$ cat config.mk
export PLATFORM = sky130hd
export DESIGN_NAME = qvr_quiet_pwm_regulator
export DESIGN_NICKNAME = d
export VERILOG_FILES = /design/src/pkg/qvr_pkg.sv /design/src/qvr_divider.sv /design/src/qvr_pwm_timer.sv /design/src/qvr_quiet_pwm_regulator.sv
export SDC_FILE = /design/constraint.sdc
export NUM_CORES = 1
export LEC_CHECK = 0
export BUFFER_PORTS_ARGS = -buffer_cell sky130_fd_sc_hd__buf_2
export CORE_MARGIN = 5
export CORE_UTILIZATION = 45
export CTS_BUF_LIST = sky130_fd_sc_hd__clkbuf_4 sky130_fd_sc_hd__clkbuf_8 sky130_fd_sc_hd__clkbuf_16
export DETAILED_ROUTE_END_ITERATION = 10
export GPL_TIMING_DRIVEN = 0
export PLACE_DENSITY = 0.69
export SLEW_MARGIN = 20
export SYNTH_ARGS = -nofsm -noshare
export SYNTH_HDL_FRONTEND = slang
export SYNTH_SLANG_ARGS = --single-unit
export TNS_END_PERCENT = 30
$ cat constraint.sdc
create_clock -name clk_in -period 13.9 [get_ports clk_in]
set_input_delay 2.085 -clock clk_in [delete_from_list [all_inputs] [get_ports clk_in]]
set_output_delay 2.085 -clock clk_in [all_outputs]
set_load 0.1 [all_outputs]
$ cat src/pkg/qvr_pkg.sv
// Purpose: shared constants and types of the quiet voltage pwm regulator
// Assumes: word addressed avalon-mm slave with 32-bit data
// Notes: offsets are word indices on the register bus
package qvr_pkg;
  // ****************************************
  // register map
  // ****************************************
  localparam int ADDR_W = 3;
  localparam logic [2:0] ADDR_CTRL = 3'h0;
  localparam logic [2:0] ADDR_GRAD = 3'h1;
  localparam logic [2:0] ADDR_AMPL = 3'h2;
  localparam logic [2:0] ADDR_THRS = 3'h3;
  localparam logic [2:0] ADDR_STATUS = 3'h4;
  localparam logic [2:0] ADDR_TSTEP = 3'h5;
  // ****************************************
  // field positions
  // ****************************************
  localparam int CTRL_AUTO_BIT = 0;
  localparam int CTRL_FREQ_LSB = 1;
  localparam int CTRL_FREEWHEEL_BIT = 3;
  localparam int CTRL_BLANK_LSB = 4;
  localparam int STAT_QUIET_BIT = 8;
  localparam int STAT_STILL_BIT = 9;
  localparam int STAT_INIT_BIT = 10;
  localparam int TSTEP_W = 20;
  // ****************************************
  // reset values
  // ****************************************
  localparam logic [5:0] CTRL_RESET = 6'h01;
  localparam logic [7:0] GRAD_RESET = 8'h01;
  localparam logic [7:0] AMPL_RESET = 8'h80;
  localparam logic [19:0] THRS_RESET = 20'h0_0000;
  // ****************************************
  // timing counts in clock cycles, INIT_PERIODS in pwm periods
  // ****************************************
  localparam logic [10:0] PWM_DIV_00 = 11'h400;
  localparam logic [10:0] PWM_DIV_01 = 11'h2AB;
  localparam logic [10:0] PWM_DIV_10 = 11'h200;
  localparam logic [10:0] PWM_DIV_11 = 11'h19A;
  localparam logic [10:0] BLANK_00 = 11'h010;
  localparam logic [10:0] BLANK_01 = 11'h018;
  localparam logic [10:0] BLANK_10 = 11'h024;
  localparam logic [10:0] BLANK_11 = 11'h036;
  localparam logic [7:0] INIT_PERIODS = 8'h80;
  localparam int STANDSTILL_CLKS_DEF = 1048576;
  // ****************************************
  // types
  // ****************************************
  typedef enum logic [1:0] {
    MODE_OTHER,
    MODE_QUIET
  } qvr_mode_type;
endpackage

$ cat src/qvr_divider.sv
// Purpose: serial restoring divider, one quotient bit per cycle
// Assumes: start only while not busy
// Notes: divide by zero gives all ones
`timescale 1ns/1ps
module qvr_divider #(
  parameter int NUM_W = 16,
  parameter int DEN_W = 20
) (
  // clock and reset
  input wire logic clk_in,
  input wire logic reset_in,
  // request
  input wire logic start_in,
  input wire logic [NUM_W-1:0] numer_in,
  input wire logic [DEN_W-1:0] denom_in,
  // answer
  output logic [NUM_W-1:0] quot_out,
  output logic done_out
);
  logic [NUM_W-1:0] quo_ff;
  logic [DEN_W-1:0] rem_ff;
  logic [DEN_W-1:0] den_ff;
  logic [5:0] cnt_ff;
  logic done_ff;
  logic [DEN_W:0] trial;

  assign trial = {rem_ff, quo_ff[NUM_W-1]};

  always_ff @(posedge clk_in) begin
    if (reset_in) begin
      quo_ff <= '0;
      rem_ff <= '0;
      den_ff <= '0;
      cnt_ff <= 6'h00;
    end else if (start_in && cnt_ff == 6'h00) begin
      quo_ff <= numer_in;
      rem_ff <= '0;
      den_ff <= denom_in;
      cnt_ff <= 6'(NUM_W);
    end else if (cnt_ff != 6'h00) begin
      cnt_ff <= cnt_ff - 6'h01;
      if (trial >= {1'b0, den_ff}) begin
        rem_ff <= DEN_W'(trial - {1'b0, den_ff});
        quo_ff <= {quo_ff[NUM_W-2:0], 1'b1};
      end else begin
        rem_ff <= trial[DEN_W-1:0];
        quo_ff <= {quo_ff[NUM_W-2:0], 1'b0};
      end
    end
  end

  always_ff @(posedge clk_in) begin
    if (reset_in) begin
      done_ff <= 1'b0;
    end else begin
      done_ff <= (cnt_ff == 6'h01);
    end
  end

  assign quot_out = quo_ff;
  assign done_out = done_ff;
endmodule

$ cat src/qvr_pwm_timer.sv
// Purpose: pwm period counter with selectable divisor
// Assumes: divisor select may change at any time
// Notes: period_end_out marks the last cycle of a period
`timescale 1ns/1ps
module qvr_pwm_timer (
  // clock and reset
  input wire logic clk_in,
  input wire logic reset_in,
  // control
  input wire logic [1:0] freq_sel_in,
  // status
  output logic [10:0] count_out,
  output logic [10:0] divisor_out,
  output logic period_end_out
);
  import qvr_pkg::*;
  logic [10:0] cnt_ff;
  logic [10:0] div;

  always_comb begin
    case (freq_sel_in)
      2'b00: div = PWM_DIV_00;
      2'b01: div = PWM_DIV_01;
      2'b10: div = PWM_DIV_10;
      default: div = PWM_DIV_11;
    endcase
  end

  // >= so a smaller divisor never lets the count run away
  assign period_end_out = (cnt_ff >= div - 11'h001);
  assign count_out = cnt_ff;
  assign divisor_out = div;

  always_ff @(posedge clk_in) begin
    if (reset_in) begin
      cnt_ff <= 11'h000;
    end else if (period_end_out) begin
      cnt_ff <= 11'h000;
    end else begin
      cnt_ff <= cnt_ff + 11'h001;
    end
  end
endmodule

$ cat src/qvr_quiet_pwm_regulator.sv
// Purpose: voltage mode pwm amplitude regulator for the quiet chopper mode
// Assumes: step and comparator come from pins; bridge logic outside
// Notes: amplitude updates once per pwm period
// Contract
// autoscale bit picks feedback or feed-forward
// feed-forward measures nothing, ignores supply/stall
// feed-forward ignores current setting changes
// frequency code divides clock by 1024/683/512/410
// auto mode samples current in on phase
// gradient is the proportional regulator gain
// software prefers gain one
// no measurement when on time below blanking
// too low amplitude recovers at standstill
// quiet mode only below velocity threshold
// returning to quiet starts at base amplitude
// software picks base amplitude sensibly
// initial regulation only at standstill
// controller waits for stable amplitude
// software prefers automatic regulation
// very low current needs feed-forward or freewheel
// regulator also works during deceleration
// software retunes divider, blanking, current
// feed-forward amplitude is base plus gradient term
// regulation state kept while other mode runs
// controller holds still for 128 periods
// amplitude is 8 bits, saturating
// period counter restarts at selected divisor
`timescale 1ns/1ps
module qvr_quiet_pwm_regulator #(
  parameter int STANDSTILL_CLKS = qvr_pkg::STANDSTILL_CLKS_DEF
) (
  // clock and reset
  input wire logic clk_in,
  input wire logic reset_in,
  // avalon-mm slave
  input wire logic [qvr_pkg::ADDR_W-1:0] avs_address_in,
  input wire logic avs_read_in,
  input wire logic avs_write_in,
  input wire logic [31:0] avs_writedata_in,
  output logic [31:0] avs_readdata_out,
  output logic avs_waitrequest_out,
  // pins
  input wire logic step_in,
  input wire logic current_reached_in,
  // bridge side
  output logic pwm_on_out,
  output logic freewheel_out,
  output logic measure_enable_out,
  output logic quiet_active_out,
  output logic [7:0] pwm_scale_out
);
  import qvr_pkg::*;

  localparam int IDLE_W = $clog2(STANDSTILL_CLKS + 1);

  // ****************************************
  // registers
  // ****************************************
  logic [5:0] ctrl_ff;
  logic [7:0] regulation_gradient_ff;
  logic [7:0] base_voltage_amplitude_ff;
  logic [TSTEP_W-1:0] quiet_mode_velocity_threshold_ff;
  logic ack_ff;
  logic [31:0] rdata_ff;
  logic [31:0] rdata_mux;
  logic bus_req;
  logic auto_mode;
  logic freewheel_en;
  logic [1:0] chopper_frequency_divider_select;
  logic [1:0] comparator_blanking_time;

  assign auto_mode = ctrl_ff[CTRL_AUTO_BIT];
  assign chopper_frequency_divider_select = ctrl_ff[CTRL_FREQ_LSB +: 2];
  assign freewheel_en = ctrl_ff[CTRL_FREEWHEEL_BIT];
  assign comparator_blanking_time = ctrl_ff[CTRL_BLANK_LSB +: 2];

  // one wait cycle: data registered, answer on the second cycle
  assign bus_req = avs_read_in | avs_write_in;
  assign avs_waitrequest_out = bus_req & ~ack_ff;
  assign avs_readdata_out = rdata_ff;

  always_ff @(posedge clk_in) begin
    if (reset_in) begin
      ack_ff <= 1'b0;
    end else begin
      ack_ff <= bus_req & ~ack_ff;
    end
  end

  always_ff @(posedge clk_in) begin
    if (reset_in) begin
      ctrl_ff <= CTRL_RESET;
      regulation_gradient_ff <= GRAD_RESET;
      base_voltage_amplitude_ff <= AMPL_RESET;
      quiet_mode_velocity_threshold_ff <= THRS_RESET;
    end else if (avs_write_in && ack_ff) begin
      case (avs_address_in)
        ADDR_CTRL: ctrl_ff <= avs_writedata_in[5:0];
        ADDR_GRAD: regulation_gradient_ff <= avs_writedata_in[7:0];
        ADDR_AMPL: base_voltage_amplitude_ff <= avs_writedata_in[7:0];
        ADDR_THRS: quiet_mode_velocity_threshold_ff <= avs_writedata_in[TSTEP_W-1:0];
        default: ;
      endcase
    end
  end

  // ****************************************
  // pin synchronisers
  // ****************************************
  logic [1:0] pin_raw;
  logic [1:0] sync1_ff;
  logic [1:0] sync2_ff;
  logic [1:0] sync3_ff;
  logic [1:0] pin_ff;

  assign pin_raw = {current_reached_in, step_in};

  generate
    for (genvar gi = 0; gi < 2; gi++) begin : g_sync
      always_ff @(posedge clk_in) begin
        if (reset_in) begin
          sync1_ff[gi] <= 1'b0;
          sync2_ff[gi] <= 1'b0;
          sync3_ff[gi] <= 1'b0;
          pin_ff[gi] <= 1'b0;
        end else begin
          sync1_ff[gi] <= pin_raw[gi];
          sync2_ff[gi] <= sync1_ff[gi];
          sync3_ff[gi] <= sync2_ff[gi];
          if (sync2_ff[gi] == sync3_ff[gi]) begin
            pin_ff[gi] <= sync3_ff[gi];
          end
        end
      end
    end
  endgenerate

  // ****************************************
  // step period and standstill
  // ****************************************
  logic step_prev_ff;
  logic step_pulse;
  logic [TSTEP_W-1:0] gap_ff;
  logic [TSTEP_W-1:0] tstep_ff;
  logic [IDLE_W-1:0] idle_ff;
  logic standstill;

  assign step_pulse = pin_ff[0] & ~step_prev_ff;
  assign standstill = (idle_ff == IDLE_W'(STANDSTILL_CLKS));

  always_ff @(posedge clk_in) begin
    if (reset_in) begin
      step_prev_ff <= 1'b0;
      gap_ff <= '0;
      tstep_ff <= '1;
      idle_ff <= IDLE_W'(STANDSTILL_CLKS);
    end else begin
      step_prev_ff <= pin_ff[0];
      if (step_pulse) begin
        gap_ff <= '0;
        tstep_ff <= gap_ff;
        idle_ff <= '0;
      end else begin
        if (gap_ff != '1) begin
          gap_ff <= gap_ff + TSTEP_W'(1);
        end
        if (!standstill) begin
          idle_ff <= idle_ff + IDLE_W'(1);
        end else begin
          // no steps: velocity reads as the slowest possible
          tstep_ff <= '1;
        end
      end
    end
  end

  // ****************************************
  // pwm period and on phase
  // ****************************************
  logic [10:0] pwm_cnt;
  logic [10:0] pwm_div;
  logic period_end;
  logic [7:0] scale_ff;
  logic [18:0] on_limit;
  logic on_phase;
  logic [10:0] blank_cnt;
  logic measuring;
  qvr_mode_type mode_ff;

  qvr_pwm_timer u_timer (
    .clk_in(clk_in),
    .reset_in(reset_in),
    .freq_sel_in(chopper_frequency_divider_select),
    .count_out(pwm_cnt),
    .divisor_out(pwm_div),
    .period_end_out(period_end)
  );

  always_comb begin
    case (comparator_blanking_time)
      2'b00: blank_cnt = BLANK_00;
      2'b01: blank_cnt = BLANK_01;
      2'b10: blank_cnt = BLANK_10;
      default: blank_cnt = BLANK_11;
    endcase
  end

  // duty is scale/256 of the selected period
  assign on_limit = 19'(scale_ff) * 19'(pwm_div);
  assign on_phase = ({pwm_cnt, 8'h00} < on_limit) && (mode_ff == MODE_QUIET);
  assign measuring = auto_mode && on_phase && (pwm_cnt >= blank_cnt);

  // ****************************************
  // measurement per period
  // ****************************************
  logic reached_ff;
  logic valid_ff;
  logic reached_now;
  logic valid_now;

  assign reached_now = reached_ff | (measuring & pin_ff[1]);
  assign valid_now = valid_ff | measuring;

  always_ff @(posedge clk_in) begin
    if (reset_in) begin
      reached_ff <= 1'b0;
      valid_ff <= 1'b0;
    end else if (period_end) begin
      reached_ff <= 1'b0;
      valid_ff <= 1'b0;
    end else begin
      reached_ff <= reached_now;
      valid_ff <= valid_now;
    end
  end

  // ****************************************
  // feed-forward term
  // ****************************************
  logic [15:0] ff_quot;
  logic ff_done;
  logic [8:0] ff_sum;

  qvr_divider #(
    .NUM_W(16),
    .DEN_W(TSTEP_W)
  ) u_div (
    .clk_in(clk_in),
    .reset_in(reset_in),
    .start_in(period_end & ~auto_mode),
    .numer_in({regulation_gradient_ff, 8'h00}),
    .denom_in(tstep_ff),
    .quot_out(ff_quot),
    .done_out(ff_done)
  );

  assign ff_sum = {1'b0, base_voltage_amplitude_ff} + {1'b0, ff_quot[7:0]};

  // ****************************************
  // mode and amplitude regulation
  // ****************************************
  logic quiet_ok;
  logic init_done_ff;
  logic [7:0] init_cnt_ff;
  logic [8:0] up_sum;
  logic [8:0] dn_diff;
  logic [7:0] scale_up;
  logic [7:0] scale_dn;
  logic reg_allowed;

  assign quiet_ok = (tstep_ff >= quiet_mode_velocity_threshold_ff);
  assign up_sum = {1'b0, scale_ff} + {1'b0, regulation_gradient_ff};
  assign dn_diff = {1'b0, scale_ff} - {1'b0, regulation_gradient_ff};
  assign scale_up = up_sum[8] ? 8'hFF : up_sum[7:0];
  assign scale_dn = dn_diff[8] ? 8'h00 : dn_diff[7:0];
  assign reg_allowed = init_done_ff | standstill;

  always_ff @(posedge clk_in) begin
    if (reset_in) begin
      mode_ff <= MODE_QUIET;
    end else begin
      case (mode_ff)
        MODE_QUIET: if (!quiet_ok) mode_ff <= MODE_OTHER;
        // re-entry waits for a period start so blanking still leads the first on phase
        MODE_OTHER: if (quiet_ok && period_end) mode_ff <= MODE_QUIET;
        default: mode_ff <= MODE_QUIET;
      endcase
    end
  end

  always_ff @(posedge clk_in) begin
    if (reset_in) begin
      init_done_ff <= 1'b0;
      init_cnt_ff <= 8'h00;
    end else if (!auto_mode) begin
      init_done_ff <= 1'b0;
      init_cnt_ff <= 8'h00;
    end else if (period_end && mode_ff == MODE_QUIET && !init_done_ff) begin
      if (!standstill) begin
        init_cnt_ff <= 8'h00;
      end else if (init_cnt_ff == INIT_PERIODS - 8'h01) begin
        init_done_ff <= 1'b1;
      end else begin
        init_cnt_ff <= init_cnt_ff + 8'h01;
      end
    end
  end

  always_ff @(posedge clk_in) begin
    if (reset_in) begin
      scale_ff <= 8'h00;
    end else if (mode_ff == MODE_OTHER) begin
      if (quiet_ok && period_end) begin
        scale_ff <= base_voltage_amplitude_ff;
      end
      // otherwise the last value is simply held
    end else if (auto_mode) begin
      if (period_end && reg_allowed) begin
        if (valid_now) begin
          scale_ff <= reached_now ? scale_dn : scale_up;
        end else if (standstill) begin
          scale_ff <= scale_up;
        end
      end
    end else if (ff_done) begin
      // no feedback path: supply, stall and current setting have no effect
      scale_ff <= (ff_sum[8] || ff_quot[15:8] != 8'h00) ? 8'hFF : ff_sum[7:0];
    end
  end

  // ****************************************
  // outputs and status
  // ****************************************
  logic fw_active;

  // freewheel at standstill allows currents below the measurable limit
  assign fw_active = freewheel_en & standstill & (mode_ff == MODE_QUIET);

  always_ff @(posedge clk_in) begin
    if (reset_in) begin
      pwm_on_out <= 1'b0;
      freewheel_out <= 1'b0;
      measure_enable_out <= 1'b0;
      quiet_active_out <= 1'b0;
      pwm_scale_out <= 8'h00;
    end else begin
      pwm_on_out <= on_phase & ~fw_active;
      freewheel_out <= fw_active;
      measure_enable_out <= measuring & ~fw_active;
      quiet_active_out <= (mode_ff == MODE_QUIET);
      pwm_scale_out <= scale_ff;
    end
  end

  always_comb begin
    rdata_mux = 32'h0000_0000;
    case (avs_address_in)
      ADDR_CTRL: rdata_mux[5:0] = ctrl_ff;
      ADDR_GRAD: rdata_mux[7:0] = regulation_gradient_ff;
      ADDR_AMPL: rdata_mux[7:0] = base_voltage_amplitude_ff;
      ADDR_THRS: rdata_mux[TSTEP_W-1:0] = quiet_mode_velocity_threshold_ff;
      ADDR_STATUS: begin
        rdata_mux[7:0] = scale_ff;
        rdata_mux[STAT_QUIET_BIT] = (mode_ff == MODE_QUIET);
        rdata_mux[STAT_STILL_BIT] = standstill;
        rdata_mux[STAT_INIT_BIT] = init_done_ff;
      end
      ADDR_TSTEP: rdata_mux[TSTEP_W-1:0] = tstep_ff;
      default: rdata_mux = 32'h0000_0000;
    endcase
  end

  always_ff @(posedge clk_in) begin
    if (reset_in) begin
      rdata_ff <= 32'h0000_0000;
    end else if (avs_read_in && !ack_ff) begin
      rdata_ff <= rdata_mux;
    end
  end
endmodule
# Yosys cells after proc, flatten, opt, wreduce, memory -nomap -nowiden
# Cells that the tools add are included.
# classes
n_addsub	10
n_mul	1
div_mod_pow	0
n_lt_le_gt_ge	5
n_eq_ne	22
shift	0
mux	32
bitwise	16
n_reduce_logical	35
# op_table
operator	n
$mux W8	13
$mux W20	3
$mux W21	2
$pmux W6 S6	1
$pmux W11 S3	1
$mux W16	2
$ge A11 B11 Y1	2
$add A21 B1 Y21 const B	1
$eq A21 B21 Y1 const B	1
$ge A21 B20 Y1	1
$add A20 B1 Y20 const B	1
$ge A20 B20 Y1	1
$ne A20 B20 Y1 const B	1
$sub A20 B20 Y20	1
$lt A19 B19 Y1	1
$mul A8 B11 Y19	1
$add A8 B8 Y9	2
$pmux W6 S3	1
$pmux W9 S2	1
$reduce_and A2 Y1	6
$add A11 B1 Y11 const B	1
$sub A11 B1 Y11 const B	1
$logic_and A1 B1 Y1	10
$mux W5	2
other kinds (35)	64
# totals
ff_bits	240
latchBits	0
mem_bits_rw	0
mem_bits_ro	0
n_memories	0

# Depth between registers and ports, before layout
# depth
word_depth	14
mapped_depth	37
ltp_nobuf	36

# Cells and area by module
# A second synthesis with hierarchy kept.
# unflattened
cells_unflattened	1964
hier_area_um2	16350.7
# by_module_without_submodules
mod	instances	cells_each	area_per_inst_um2
qvr_quiet_pwm_regulator	1	1401	11718.7
qvr_divider	1	474	3784.9
qvr_pwm_timer	1	89	847.1

# Least setup slack after synthesis
# No wires, ideal clock.
# synth_timing
path_kind	register -> register
startpoint	reg ctrl_ff[2]
endpoint	reg scale_ff[3]
setup_time_ps	120
arrival_time_ps	7497
required_ps	13780
slack_ps	6283
path_stages_with_launch	34
path_buffers	0
path_cell_list	dfxtp_1 -> inv_1 -> ha_1 -> and2_1 -> or2_2 -> fa_1 -> inv_1 -> fa_1 -> inv_1 -> fa_1 -> inv_1 -> fa_1 -> inv_1 -> ha_1 -> a21boi_0 -> o21ai_0 -> a21boi_0 -> o21ai_0 -> a21oi_1 -> o41ai_1 -> o21bai_1 -> a21oi_1 -> xor2_1 -> ha_1 -> a21o_1 -> a211o_1 -> a31oi_1 -> o211ai_1 -> a211oi_4 -> o22a_4 -> o21ai_4 -> a2111oi_0 -> a211o_1 -> o21ai_1
# synth_between
elab_chain_len	14
elab_cells_between_ends	25
cone_classes	add/sub: 1; mul: 1; order compare: 2; eq/ne: 5; mux: 6; bitwise: 3; reduce/logical: 7
# synth_lines
element	line_no	text
start: declaration	qvr_quiet_pwm_regulator.sv:59	logic [5:0] ctrl_ff;
start signal: assignment	qvr_quiet_pwm_regulator.sv:98	ADDR_CTRL: ctrl_ff <= avs_writedata_in[5:0];
$eq A2 B2 Y1 (tied with other cells)	qvr_pwm_timer.sv:21	case (freq_sel_in)
$pmux W11 S3 (*)	qvr_pwm_timer.sv:21	
$mul A8 B11 Y19	qvr_quiet_pwm_regulator.sv:209	assign on_limit = 19'(scale_ff) * 19'(pwm_div);
$lt A19 B19 Y1	qvr_quiet_pwm_regulator.sv:210	assign on_phase = ({pwm_cnt, 8'h00} < on_limit) && (mode_ff == MODE_QUIET);
$logic_and A1 B1 Y1	qvr_quiet_pwm_regulator.sv:210	
$logic_and A1 B1 Y1 (2 in series)	qvr_quiet_pwm_regulator.sv:211	assign measuring = auto_mode && on_phase && (pwm_cnt >= blank_cnt);
$and A1 B1 Y1	qvr_quiet_pwm_regulator.sv:221	assign reached_now = reached_ff | (measuring & pin_ff[1]);
$or A1 B1 Y1	qvr_quiet_pwm_regulator.sv:221	
$mux W8	qvr_quiet_pwm_regulator.sv:320	scale_ff <= reached_now ? scale_dn : scale_up;
$mux W8	qvr_quiet_pwm_regulator.sv:319	if (valid_now) begin
$mux W8	qvr_quiet_pwm_regulator.sv:318	if (period_end && reg_allowed) begin
$mux W8	qvr_quiet_pwm_regulator.sv:317	end else if (auto_mode) begin
$mux W8	qvr_quiet_pwm_regulator.sv:312	end else if (mode_ff == MODE_OTHER) begin
end signal: assignment	qvr_quiet_pwm_regulator.sv:314	scale_ff <= base_voltage_amplitude_ff;
end signal: assignment	qvr_quiet_pwm_regulator.sv:320	
end signal: assignment	qvr_quiet_pwm_regulator.sv:322	scale_ff <= scale_up;
end: declaration	qvr_quiet_pwm_regulator.sv:183	logic [7:0] scale_ff;
# Mark *: on every way between the ends. The rest lies on a longest branch, timed or not. The select of a mux whose other input is x is not followed.
# A chain may end at the register's enable or synchronous reset.

# Final worst setup path
# Ends and elaborated chain as after synthesis.

==> results.yml <==
status:
  status: "completed"
worst_setup_path:
  worst_r2r_path_depth: 33
  startpoint_type: "flip-flop"
  critPathMaxFanout: 10
  critPathSlowestCell: "fa_1"
  crit_start: "ctrl_ff[2]"
  slowest_delay_ns: 0.56
  cp_common_cell: "inv_1"
  arrival_ns: 9.34
  critical_path_required_ns: 14.33
  reg2reg_from: "ctrl_ff[2]"
  reg2reg_slack_ns: 4.99
  crit_end: "scale_ff[3]"
  rr_endpoint: "scale_ff[3]"
  criticalPathCategory: "flip-flop to flip-flop"
  crit_path_end_kind: "flip-flop"
sta:
  period_share_pct: 64.1
  rsz0062_at_grt: "false"
  clock_skew_ns: 0.0200
  whs_ns: 0.435
  hold_violations: 0
  slew_violations: 0
  finalSetupTns_ns: 0
  layout_setup_ws_ns: 4.99
  clock.fmax_mhz: 112
  relSlewSlack_pct: 33.5
  finalCriticalPeriod_ns: 8.91
  setup-violations-final: 0
  tightest_slew_ns: 0.994
placement:
  dp_hpwl_um: 33100
  dp_slack_ns: 5.11
  io_buffers: 58
  gp_congestion: 0.924
  dpl-instance-area_um2: 16100
layout:
  multiInputGateArea_um2: 9580
  n_fill_cell: 3210
  seqCellArea_um2: 4780
  drive_gt1_share_pct: 7.92
  nNetsFinal: 2169
  diodes: 0
  syn_to_final_growth_pct: 11.9
  final_design_area_no_fill_um2: 17000
  fin_util_pct: 51.0
die:
  start_util_pct: 45.5
  rows: 67
  die-area_um2: 37600
  chipWidth_um: 194
  core_area_um2: 33400
  die_height_um: 194
  design.portCount: 86
min_path:
  hold_path.class: "flip-flop to flip-flop"
synth:
  syn_area_per_cell_um2: 8.30
  synth_edf_count: 0
  synth.distinct_cells: 81
  synth_area_um2: 15200
  yosys-top-cells-area: "dfxtp_1, ha_1, fa_1"
  synth_ff_type: "dfxtp_1"
  synthCells: 1836
  synth_top_area_share_pct: 31.4
  synthArstFlopShare_pct: 0
  seq_area_frac_synth_pct: 31.4
  yosysTopAreaCell: "dfxtp_1"
  synth_seq_cells: 239
  ys_warn_count: 0
clock_tree:
  clk_latency_ns: 0.56
  root_buffer: "clkbuf_16"
  post_cts_buffers: 0
  cts_tree: "done"
  cts.clk_slew.worst_paths_ns: 0.06
  cts.repair.resized: 0
  ctsHoldBuffers: 0
  cts_made_buffers: 27
  cts_max_level: 1
  cts_sinks: 239
  cts_max_path_buffers: 3
routing:
  firstDrtPassIters: 5
  drc: 0
  vias: 13400
  drt_wl_total_um: 42300
  drt_iter0_drc: 1035
  vias_per_cell: 5.59
  ant_nets: 0
  routedWlPerCell_um: 17.6
global_routing:
  grt_pass1_vias: 13100
  grt_first_pass_wirelength_um: 68100
  grt_antenna_before_repair: 1
  track_usage_pct: 21.7
  gr-total-overflow: 0
  grt_max_degree: 14
power:
  peakVddDrop_mv: 0.101
  pwr_density_cell_nw_per_um2: 131
  leakagePower_nw: 7.36
job:
  max_cap_viol_count: 0
[how the worst min path moves through the flow]
stage                 from           to  slack (ns)  cells after the start
6_report       sync1_ff[1]  sync2_ff[1]        0.43                      1
5_1_grt        sync1_ff[0]  sync2_ff[0]        0.46                      1
4_1_cts        sync1_ff[1]  sync2_ff[1]        0.44                      1
3_5_place_dp   sync1_ff[1]  sync2_ff[1]        0.42                      1
3_3_place_gp   sync1_ff[1]  sync2_ff[1]        0.42                      1
2_1_floorplan  sync1_ff[0]  sync2_ff[0]        0.41                      1
[critical path, delay by kind of cell, from the launching register on]
family,cells,cell delay (ns)
and+or+nand+nor,2,0.63
xor gates and xnor gates,1,0.18
DFF,1,0.44
buffers and inverters,5,0.34
AOI/OAI and AO/OA,18,4.14
adders and majority gates,7,3.05
[through the flow]
step	power [mW]	std cells
3_5_place_dp	1.52	2354
4_1_cts	2.24	2404
5_1_grt	2.37	2404
2_1_floorplan	1.33	1848
6_report	2.24	2404
3_3_place_gp	1.50	2354
[report_power, final]
| group | internal [mW] | switching, mW | total (mW) |
|---|---|---|---|
| combinational | 0.256 | 0.465 | 0.721 |
| clock | 0.424 | 0.304 | 0.728 |
| sequential | 0.741 | 0.0506 | 0.792 |
| total | 1.42 | 0.819 | 2.24 |
[flip-flops by register name, indices dropped and copies added (netlist names), 11 cells and up]
| register | flops |
|---|---|
| u_div.den_ff | 20 |
| u_div.quot_out | 16 |
| quiet_mode_velocity_threshold_ff | 20 |
| avs_readdata_out | 20 |
| u_div.rem_ff | 20 |
| idle_ff | 21 |
| gap_ff | 20 |
| u_timer.count_out | 11 |
| tstep_ff | 20 |
[Yosys cell counts, types with 7 or more instances]
| cell type | number |
|---|---|
| dfxtp_1 | 239 |
| nor2_1 | 209 |
| nand2_1 | 191 |
| ha_1 | 153 |
| inv_1 | 147 |
| a21oi_1 | 126 |
| o21ai_0 | 84 |
| clkbuf_1 | 64 |
| nand3_1 | 50 |
| nor3_1 | 46 |
| xor2_1 | 46 |
| mux2i_1 | 45 |
| fa_1 | 40 |
| xnor2_1 | 36 |
| and2_1 | 34 |
| nor2b_1 | 28 |
| a211oi_1 | 26 |
| a21o_1 | 24 |
| nand4_1 | 19 |
| nand2b_1 | 15 |
| a31oi_1 | 14 |
| a22oi_1 | 13 |
| and3_1 | 12 |
| buf_4 | 12 |
| or3_1 | 10 |
| a22o_1 | 9 |
| a211o_1 | 8 |
| nor4_1 | 8 |
| o21bai_1 | 8 |
| o221ai_1 | 7 |
[layer usage]
metal	global-route usage [%]	vias to the layer above	share of wire [%]
met3	4.07	88	7.5
met4	6.33	2	3.0
li1	-	6524	-
met2	35.4	450	45
met5	0	-	0.017
met1	29.5	6379	45
[final cells by class]
type / count / area share [%]
repair buffers: 58 / 1.70
clock inverters: 12 / 0.646
multi-input cells: 1378 / 56.2
plain buffers: 83 / 2.11
clock buffers: 38 / 4.71
inverters: 148 / 3.26
flip-flops and latches: 239 / 28.1
well taps: 448 / 3.29
[placed cells by master (no fill, tap or decap), types with 7 or more instances in the layout]
cell type,netlist,final
ha_1,153,153
o221ai_1,7,7
conb_1,1,13
nand3_1,50,50
xor2_1,46,46
nor4_1,8,8
nand2b_1,15,15
a22oi_1,13,13
a31oi_1,14,14
a22o_1,9,9
a211o_1,8,8
dfxtp_1,239,239
and2_1,34,34
nor2_1,209,209
nor3_1,46,46
clkbuf_1,64,64
a211oi_1,26,26
nand2_1,191,191
clkbuf_16,0,27
o21bai_1,8,8
clkbuf_8,0,7
a21oi_1,126,126
and3_1,12,12
o21ai_0,84,84
nand4_1,19,19
a21o_1,24,24
buf_2,3,61
buf_4,12,12
mux2i_1,45,45
xnor2_1,36,36
fa_1,40,40
or3_1,10,10
nor2b_1,28,28
inv_1,147,147
[cell families (layout without fill, tap and decap cells)]
logic type      Yosys count  after routing  share of synthesized area (%)
simple gates            649            649                           19.6
compound gates          388            388                           16.7
flops                   239            239                           31.4
buf+inv                 231            339                           6.01
fa+ha+maj               193            193                           17.8
xor+xnor                 82             82                           4.71
mux                      53             53                           3.77
other cells               1             13                         0.0246
Note: power is estimated with default switching activity, not from simulation.
